<file path="src/hdl/opl_pkg.sv">
// constants and carrier types for the port A/B output latch block
// assumes a byte-wide host register bus with a 7-bit address and a one-cycle write strobe
// Behaviour
// - a write to a channel's set register forces to one every latch bit written as one.
// - a write to a channel's clear register forces to zero every latch bit written as one.
// - channels A and B each own a set register, clear register and latch, never crossing.
// - a pin enabled for latch output is driven at the inverse of its latch bit.
// - a pin shows its inverted latch bit only while its two-bit configuration code is 01.
// - the latch cannot be read back and changes only through set and clear writes.
// - the pin configuration registers reset to zero, so every pin starts as an input.
// - code 00 only disables the output driver; the input path stays active always.
package opl_pkg;
    localparam logic [6:0] ADDR_SET_A   = 7'h10;
    localparam logic [6:0] ADDR_CLR_A   = 7'h11;
    localparam logic [6:0] ADDR_CFG0    = 7'h13;
    localparam logic [6:0] ADDR_CFG1    = 7'h14;
    localparam logic [6:0] ADDR_SET_B   = 7'h18;
    localparam logic [6:0] ADDR_CLR_B   = 7'h19;
    localparam logic [6:0] ADDR_CFG2    = 7'h1B;
    localparam logic [6:0] ADDR_CFG3    = 7'h1C;
    localparam logic [7:0] CFG_RESET    = 8'h00;
    localparam logic [7:0] LATCH_RESET  = 8'h00;
    localparam logic [1:0] CODE_LATCH   = 2'h1;
    localparam logic [1:0] CODE_INPUT   = 2'h0;

    typedef struct packed {
        logic       wr;
        logic [6:0] addr;
        logic [7:0] data;
    } host_wr_t;

    typedef struct packed {
        logic [7:0] out;
        logic [7:0] oe;
    } pin_drive_t;
endpackage

</file>
<file path="src/hdl/latch_channel.sv">
// one channel: output latch with set and clear strobes
// assumes strobes are one-cycle pulses from the top-level decode
`timescale 1ns/1ps
module latch_channel (
    input  wire logic       clk_sys,
    input  wire logic       rst_n,
    input  wire logic       set_stb,
    input  wire logic       clr_stb,
    input  wire logic [7:0] wdata,
    output logic      [7:0] latch_q
);
    logic [7:0] latch_d;

    // the two strobes come from distinct addresses, so they never coincide
    assign latch_d = set_stb ? (latch_q | wdata) :
                     clr_stb ? (latch_q & ~wdata) : latch_q;

    always_ff @(posedge clk_sys or negedge rst_n) begin
        if (!rst_n) begin
            latch_q <= opl_pkg::LATCH_RESET;
        end else begin
            latch_q <= latch_d;
        end
    end

    property p_set_bits;
        @(posedge clk_sys) disable iff (!rst_n)
        set_stb |=> (latch_q == ($past(latch_q) | $past(wdata)));
    endproperty
    a_set_bits: assert property (p_set_bits) else $error("set write wrong");

    property p_clr_bits;
        @(posedge clk_sys) disable iff (!rst_n)
        clr_stb |=> (latch_q == ($past(latch_q) & ~$past(wdata)));
    endproperty
    a_clr_bits: assert property (p_clr_bits) else $error("clear write wrong");

    property p_hold;
        @(posedge clk_sys) disable iff (!rst_n)
        (!set_stb && !clr_stb) |=> $stable(latch_q);
    endproperty
    a_hold: assert property (p_hold) else $error("latch moved without write");
endmodule

</file>
<file path="src/hdl/output_port_set_clear.sv">
// output latches and pin drive for I/O ports A and B
// assumes host write signals synchronous to clk_sys; pins resolved outside from oe
`timescale 1ns/1ps
module output_port_set_clear (
    input  wire logic       clk_sys,
    input  wire logic       arst_n,
    input  wire logic       host_wr,
    input  wire logic [6:0] host_addr,
    input  wire logic [7:0] host_wdata,
    input  wire logic [7:0] pin_in_a,
    input  wire logic [7:0] pin_in_b,
    output logic      [7:0] pin_out_a,
    output logic      [7:0] pin_oe_a,
    output logic      [7:0] pin_out_b,
    output logic      [7:0] pin_oe_b,
    output logic      [7:0] pin_level_a,
    output logic      [7:0] pin_level_b
);
    logic [1:0]  rst_sync_q;
    logic        rst_n;
    opl_pkg::host_wr_t req;
    logic [7:0]  cfg0_q, cfg1_q, cfg2_q, cfg3_q;
    logic [7:0]  latch_a, latch_b;
    logic        set_a, clr_a, set_b, clr_b;
    logic [15:0] code_a, code_b;
    opl_pkg::pin_drive_t drv_a, drv_b;

    function automatic opl_pkg::pin_drive_t drive(input logic [15:0] code,
                                                  input logic [7:0]  latch);
        opl_pkg::pin_drive_t r;
        r = '0;
        for (int i = 0; i < 8; i++) begin
            r.oe[i]  = (code[2*i +: 2] == opl_pkg::CODE_LATCH);
            r.out[i] = r.oe[i] & ~latch[i];
        end
        return r;
    endfunction

    always_ff @(posedge clk_sys or negedge arst_n) begin
        if (!arst_n) begin
            rst_sync_q <= 2'h0;
        end else begin
            rst_sync_q <= {rst_sync_q[0], 1'b1};
        end
    end
    assign rst_n = rst_sync_q[1];

    assign req   = '{wr: host_wr, addr: host_addr, data: host_wdata};
    assign set_a = req.wr && (req.addr == opl_pkg::ADDR_SET_A);
    assign clr_a = req.wr && (req.addr == opl_pkg::ADDR_CLR_A);
    assign set_b = req.wr && (req.addr == opl_pkg::ADDR_SET_B);
    assign clr_b = req.wr && (req.addr == opl_pkg::ADDR_CLR_B);

    latch_channel u_chan_a (
        .clk_sys (clk_sys),
        .rst_n   (rst_n),
        .set_stb (set_a),
        .clr_stb (clr_a),
        .wdata   (req.data),
        .latch_q (latch_a)
    );

    latch_channel u_chan_b (
        .clk_sys (clk_sys),
        .rst_n   (rst_n),
        .set_stb (set_b),
        .clr_stb (clr_b),
        .wdata   (req.data),
        .latch_q (latch_b)
    );

    // config registers are write-only here; read paths belong to the wider register file
    always_ff @(posedge clk_sys or negedge rst_n) begin
        if (!rst_n) begin
            cfg0_q <= opl_pkg::CFG_RESET;
            cfg1_q <= opl_pkg::CFG_RESET;
            cfg2_q <= opl_pkg::CFG_RESET;
            cfg3_q <= opl_pkg::CFG_RESET;
        end else if (req.wr) begin
            if (req.addr == opl_pkg::ADDR_CFG0) cfg0_q <= req.data;
            if (req.addr == opl_pkg::ADDR_CFG1) cfg1_q <= req.data;
            if (req.addr == opl_pkg::ADDR_CFG2) cfg2_q <= req.data;
            if (req.addr == opl_pkg::ADDR_CFG3) cfg3_q <= req.data;
        end
    end

    assign code_a = {cfg1_q, cfg0_q};
    assign code_b = {cfg3_q, cfg2_q};
    assign drv_a  = drive(code_a, latch_a);
    assign drv_b  = drive(code_b, latch_b);

    // one register stage keeps every output on a flip-flop; pins lag the latch by a cycle
    always_ff @(posedge clk_sys or negedge rst_n) begin
        if (!rst_n) begin
            pin_out_a   <= 8'h00;
            pin_oe_a    <= 8'h00;
            pin_out_b   <= 8'h00;
            pin_oe_b    <= 8'h00;
            pin_level_a <= 8'h00;
            pin_level_b <= 8'h00;
        end else begin
            pin_out_a   <= drv_a.out;
            pin_oe_a    <= drv_a.oe;
            pin_out_b   <= drv_b.out;
            pin_oe_b    <= drv_b.oe;
            pin_level_a <= pin_in_a;
            pin_level_b <= pin_in_b;
        end
    end

    property p_pin_inverse_a;
        @(posedge clk_sys) disable iff (!rst_n)
        (code_a[1:0] == 2'h1) |=> (pin_oe_a[0] && pin_out_a[0] == !$past(latch_a[0]));
    endproperty
    a_pin_inverse_a: assert property (p_pin_inverse_a) else $error("pin A0 not inverse");

    property p_oe_code_b;
        @(posedge clk_sys) disable iff (!rst_n)
        (code_b[3:2] != 2'h1) |=> !pin_oe_b[1];
    endproperty
    a_oe_code_b: assert property (p_oe_code_b) else $error("pin B1 driven off code");

    property p_chan_isolate;
        @(posedge clk_sys) disable iff (!rst_n)
        (set_a || clr_a) |=> $stable(latch_b);
    endproperty
    a_chan_isolate: assert property (p_chan_isolate) else $error("A write moved B");

    property p_input_follow;
        @(posedge clk_sys) disable iff (!rst_n)
        1'b1 |=> (pin_level_b == $past(pin_in_b));
    endproperty
    a_input_follow: assert property (p_input_follow) else $error("input path lost");

    property p_cfg_reset;
        @(posedge clk_sys) $rose(rst_n) |-> (code_a == 16'h0000 && code_b == 16'h0000);
    endproperty
    a_cfg_reset: assert property (p_cfg_reset) else $error("config not zero at reset");

    property p_pin_inverse_b;
        @(posedge clk_sys) disable iff (!rst_n)
        (code_b[1:0] == opl_pkg::CODE_LATCH) |=> (pin_oe_b[0] && pin_out_b[0] == !$past(latch_b[0]));
    endproperty
    a_pin_inverse_b: assert property (p_pin_inverse_b) else $error("pin B0 not inverse");

    property p_pin_inverse_a7;
        @(posedge clk_sys) disable iff (!rst_n)
        (code_a[15:14] == opl_pkg::CODE_LATCH) |=> (pin_oe_a[7] && pin_out_a[7] == !$past(latch_a[7]));
    endproperty
    a_pin_inverse_a7: assert property (p_pin_inverse_a7) else $error("pin A7 not inverse");

    property p_pin_inverse_b6;
        @(posedge clk_sys) disable iff (!rst_n)
        (code_b[13:12] == opl_pkg::CODE_LATCH) |=> (pin_oe_b[6] && pin_out_b[6] == !$past(latch_b[6]));
    endproperty
    a_pin_inverse_b6: assert property (p_pin_inverse_b6) else $error("pin B6 not inverse");

    property p_oe_code_a;
        @(posedge clk_sys) disable iff (!rst_n)
        (code_a[1:0] != opl_pkg::CODE_LATCH) |=> !pin_oe_a[0];
    endproperty
    a_oe_code_a: assert property (p_oe_code_a) else $error("pin A0 driven off code");

    // code 00 leaves the pin floating, the input copy still tracks it
    property p_idle_a;
        @(posedge clk_sys) disable iff (!rst_n)
        (code_a[3:2] == opl_pkg::CODE_INPUT) |=> (!pin_oe_a[1] && !pin_out_a[1]);
    endproperty
    a_idle_a: assert property (p_idle_a) else $error("pin A1 driven at code 00");

    property p_chan_isolate_b;
        @(posedge clk_sys) disable iff (!rst_n)
        (set_b || clr_b) |=> $stable(latch_a);
    endproperty
    a_chan_isolate_b: assert property (p_chan_isolate_b) else $error("B write moved A");

    property p_input_follow_a;
        @(posedge clk_sys) disable iff (!rst_n)
        1'b1 |=> (pin_level_a == $past(pin_in_a));
    endproperty
    a_input_follow_a: assert property (p_input_follow_a) else $error("input path A lost");

    property p_out_gated_a;
        @(posedge clk_sys) disable iff (!rst_n)
        1'b1 |-> ((pin_out_a & ~pin_oe_a) == 8'h00);
    endproperty
    a_out_gated_a: assert property (p_out_gated_a) else $error("A drive without enable");

    property p_out_gated_b;
        @(posedge clk_sys) disable iff (!rst_n)
        1'b1 |-> ((pin_out_b & ~pin_oe_b) == 8'h00);
    endproperty
    a_out_gated_b: assert property (p_out_gated_b) else $error("B drive without enable");

    // configuration only moves on a host write
    property p_cfg_hold;
        @(posedge clk_sys) disable iff (!rst_n)
        !req.wr |=> ($stable(code_a) && $stable(code_b));
    endproperty
    a_cfg_hold: assert property (p_cfg_hold) else $error("config moved without write");

    property p_oe_follow_a;
        @(posedge clk_sys) disable iff (!rst_n)
        1'b1 |=> (pin_oe_a[3] == ($past(code_a[7:6]) == opl_pkg::CODE_LATCH));
    endproperty
    a_oe_follow_a: assert property (p_oe_follow_a) else $error("pin A3 enable wrong");

    property p_oe_follow_b;
        @(posedge clk_sys) disable iff (!rst_n)
        1'b1 |=> (pin_oe_b[2] == ($past(code_b[5:4]) == opl_pkg::CODE_LATCH));
    endproperty
    a_oe_follow_b: assert property (p_oe_follow_b) else $error("pin B2 enable wrong");

    property p_out_follow_a;
        @(posedge clk_sys) disable iff (!rst_n)
        1'b1 |=> (pin_out_a[5] ==
                  ($past(code_a[11:10]) == opl_pkg::CODE_LATCH && !$past(latch_a[5])));
    endproperty
    a_out_follow_a: assert property (p_out_follow_a) else $error("pin A5 level wrong");

    // latch zero after reset so a later enable starts high
    property p_latch_reset;
        @(posedge clk_sys)
        $rose(rst_n) |-> (latch_a == opl_pkg::LATCH_RESET && latch_b == opl_pkg::LATCH_RESET);
    endproperty
    a_latch_reset: assert property (p_latch_reset) else $error("latch not clear at reset");

    property p_pin_reset;
        @(posedge clk_sys)
        $rose(rst_n) |-> (pin_oe_a == 8'h00 && pin_oe_b == 8'h00);
    endproperty
    a_pin_reset: assert property (p_pin_reset) else $error("pins driven at reset");
endmodule

</file>
<file path="config.mk">
export PLATFORM = sky130hd
export DESIGN_NAME = output_port_set_clear
export DESIGN_NICKNAME = d
export VERILOG_FILES = /design/src/hdl/opl_pkg.sv /design/src/hdl/latch_channel.sv /design/src/hdl/output_port_set_clear.sv
export SDC_FILE = /design/constraint.sdc
export NUM_CORES = 1
export LEC_CHECK = 0
export BUFFER_PORTS_ARGS = -buffer_cell sky130_fd_sc_hd__clkbuf_2
export CAP_MARGIN = 20
export CORE_ASPECT_RATIO = 1.1
export CORE_MARGIN = 5
export CORE_UTILIZATION = 28
export DETAILED_ROUTE_END_ITERATION = 10
export GPL_ROUTABILITY_DRIVEN = 1
export GPL_TIMING_DRIVEN = 0
export PLACE_DENSITY_LB_ADDON = 0.12
export SLEW_MARGIN = 20
export SYNTH_ARGS = -nofsm -noshare
export SYNTH_HDL_FRONTEND = slang
export SYNTH_SLANG_ARGS = --single-unit
</file>
<file path="constraint.sdc">
create_clock -name clk_sys -period 8.3 [get_ports clk_sys]
set_input_delay 0.83 -clock clk_sys [delete_from_list [all_inputs] [get_ports clk_sys]]
set_output_delay 0.83 -clock clk_sys [all_outputs]
set_load 0.01 [all_outputs]
</file>
==> metrics.csv <==
stage;metric;value;unit
global_route;largest net degree at the start of global routing;53;
drt;First-pass DRT Iterations;4;
synthesis;register area share after synthesis;0.707;
worst_setup_path;worst-path maximum fanout;8;
timing;RSZ-0062 raised after global routing;false;
clocking;TritonCTS buffer count;9;
cells_and_area;register area;2460;µm²
worst_setup_path;critical path startpoint category;input pin;
timing;Least-Margin Pin Slew;778;ps
power;standby leakage power;0.00236;µW
clocking;Hold Buf Count CTS;0;
synthesis;Gate Count Post-Synth;228;
global_route;global route overflow;0;
timing;setup_tns;0;ps
cells_and_area;share of cells above drive strength 1;0.409;
timing;period utilization;0.262;
worst_setup_path;Crit Path Class;input pin to flip-flop;
placed_design;DP Area;4100;µm²
floorplan;Initial Util;0.287;
synthesis;Synth Net Count;262;
global_route;All-Layer GR Usage;0.107;
worst_setup_path;FF-to-FF path depth;1;
clocking;CTS Root Cell;clkbuf_16;
floorplan;Rows;42;
cells_and_area;Filler Cell Count;1218;
floorplan;Core Box Area;12100;µm²
synthesis;Synth Register Bits;98;
worst_setup_path;CP startpoint;host_addr[6];
cells_and_area;area occupied by multi-input gates;926;µm²
timing;Setup Skew;4.67;ps
cells_and_area;area delta synth->final;25.6;%
clocking;post-CTS setup buffer count;0;
placed_design;routability cong.;0.664;
floorplan;total die area;14700;µm²
timing;final-report max-slew violation count;0;
floorplan;io pins;82;
drt;Routed WL;7280;µm
drt;via/cell ratio;4.19;
clocking;CTS clk-pin slew, worst paths;60;ps
timing;max_slew headroom;0.480;
drt;DRC violations left;0;
worst_setup_path;crit path capture;cfg3_q[0]$_DFFE_PN0P_;
cells_and_area;fin nets;354;
clocking;Clock H-tree levels;3;
worst_setup_path;R2R setup slack;7280;ps
drt;vias;2007;
clocking;CTS tree;done;
worst_setup_path;Arr. time, crit path;2400;ps
synthesis;Yosys warning count;0;
flow_run;max cap viols;0;
worst_setup_path;Critical R2R Launch;rst_sync_q[1]$_DFF_PN0_;
worst_setup_path;Worst Path Required;8520;ps
worst_setup_path;Worst setup EP type;flip-flop;
clocking;clk_lat worst skew;340;ps
synthesis;Mean Syn Cell Area;15.2;µm²
clocking;Resized cells post-CTS;0;
drt;initial drt markers;85;
power;Peak VDD IR;0.0000827;V
synthesis;mapped cell area;3470;µm²
drt;Antenna Nets Post-Route;0;
global_route;first-pass GRT wire length;11800;µm
clocking;CTS Buffer Depth;2;
global_route;vias in the first global route;2141;
cells_and_area;ANT cells;0;
placed_design;IO buf count;80;
timing;Hold Vio Cnt, Final;0;
timing;Max Fclk;459;MHz
timing;# setup viols final;0;
cells_and_area;Final Cell Area;4360;µm²
worst_setup_path;Reg2Reg Capture Point;pin_level_b[5]$_DFF_PN0_;
global_route;initial antenna violation count;0;
placed_design;Detail Placement HPWL;5090;µm
drt;WL/cell;15.2;µm
min_path;hold crit path type;input pin to async pin;
power;Pwr Density;222;nW/µm²
floorplan;Die Y;127;µm
clocking;Clock Sinks;98;
outcome;status;completed;
synthesis;Synth cell types;18;
floorplan;die width;116;µm
timing;min Tclk post-route;2180;ps
==> synthesized netlist by cell type <==
library cell,instances,share of area
and2_1,16,0.029
buf_1,2,0.0022
buf_2,2,0.0029
clkbuf_1,3,0.0032
clkinv_1,1,0.0011
conb_1,1,0.0011
dfrtp_1,98,0.71
inv_1,16,0.017
mux2_2,32,0.10
mux2i_1,16,0.046
nand3_1,1,0.0014
nand4_1,16,0.029
nand4b_1,1,0.0025
nor2b_1,17,0.031
nor3_4,2,0.0094
nor4b_2,1,0.0043
nor4bb_1,2,0.0058
or4b_4,1,0.0040
==> worst max-delay path, stage by stage <==
cell and delay (ps):
clkbuf_2 100, nor4bb_1 470, nand4b_1 550, mux2_2 450
==> cell families (layout without fill, tap and decap cells) <==
group	count (synthesis)	count (layout)	share of synthesized area
other cells	1	1	0.00108
flops	98	98	0.707
buf+inv	24	121	0.0267
mux	48	48	0.150
simple gates	57	57	0.116
==> power breakdown <==
group	switching, µW	internal [µW]	leakage, µW
combinational	39.1	32.2	0.000988
clock	165	210	0.000133
sequential	13.9	508	0.00123
total	218	751	0.00236
==> final cells by class <==
type | count | area share
multi-input cells | 106 | 0.212
flip-flops and latches | 98 | 0.563
inverters | 17 | 0.0146
plain buffers | 7 | 0.00660
repair buffers | 81 | 0.0981
well taps | 154 | 0.0442
clock inverters | 3 | 0.00344
clock buffers | 13 | 0.0574
==> how the worst min path moves through the flow <==
stage	end	slack, ps	cells past startpoint
2_1_floorplan	rst_sync_q[1]$_DFF_PN0_	330	0
3_3_place_gp	rst_sync_q[1]$_DFF_PN0_	340	0
3_5_place_dp	rst_sync_q[1]$_DFF_PN0_	340	0
4_1_cts	rst_sync_q[1]$_DFF_PN0_	250	1
5_1_grt	rst_sync_q[1]$_DFF_PN0_	250	1
6_report	rst_sync_q[1]$_DFF_PN0_	260	1
==> cells in the final DEF, fill, tap and decap left out <==
| cell type | Yosys | routed |
|---|---|---|
| dfrtp_1 | 98 | 97 |
| clkbuf_2 | 0 | 80 |
| mux2_2 | 32 | 32 |
| nor2b_1 | 17 | 17 |
| inv_1 | 16 | 16 |
| and2_1 | 16 | 16 |
| nand4_1 | 16 | 16 |
| mux2i_1 | 16 | 16 |
| clkbuf_16 | 0 | 9 |
| clkbuf_1 | 3 | 6 |
| clkinv_2 | 0 | 3 |
| nor4bb_1 | 2 | 2 |
| buf_1 | 2 | 2 |
| buf_2 | 2 | 2 |
| nor3_4 | 2 | 2 |
| nand4b_1 | 1 | 1 |
| nor4b_2 | 1 | 1 |
| clkinv_1 | 1 | 1 |
| or4b_4 | 1 | 1 |
| nand3_1 | 1 | 1 |
| clkbuf_8 | 0 | 1 |
| buf_16 | 0 | 1 |
| conb_1 | 1 | 1 |
| dfrtp_4 | 0 | 1 |
==> stage by stage <==
step	hold slack [ps]	worst slack, ps	total power (µW)	std cells	util
2_1_floorplan	331	5370	567	228	-
3_3_place_gp	337	4170	602	462	0.336
3_5_place_dp	343	5750	606	463	0.339
4_1_cts	253	6110	985	479	0.361
5_1_grt	248	5960	1020	479	0.361
6_report	263	6120	969	479	0.361
==> layer usage <==
| metal | vias up | wire (µm) | global-route usage |
|---|---|---|---|
| met1 | 982 | 3400 | 0.148 |
| met2 | 67 | 3240 | 0.155 |
| li1 | 949 | - | - |
| met3 | 9 | 517 | 0.0324 |
| met4 | 0 | 125 | 0.0451 |
| met5 | - | 0 | 0 |
Note: power is estimated with default switching activity, not from simulation.
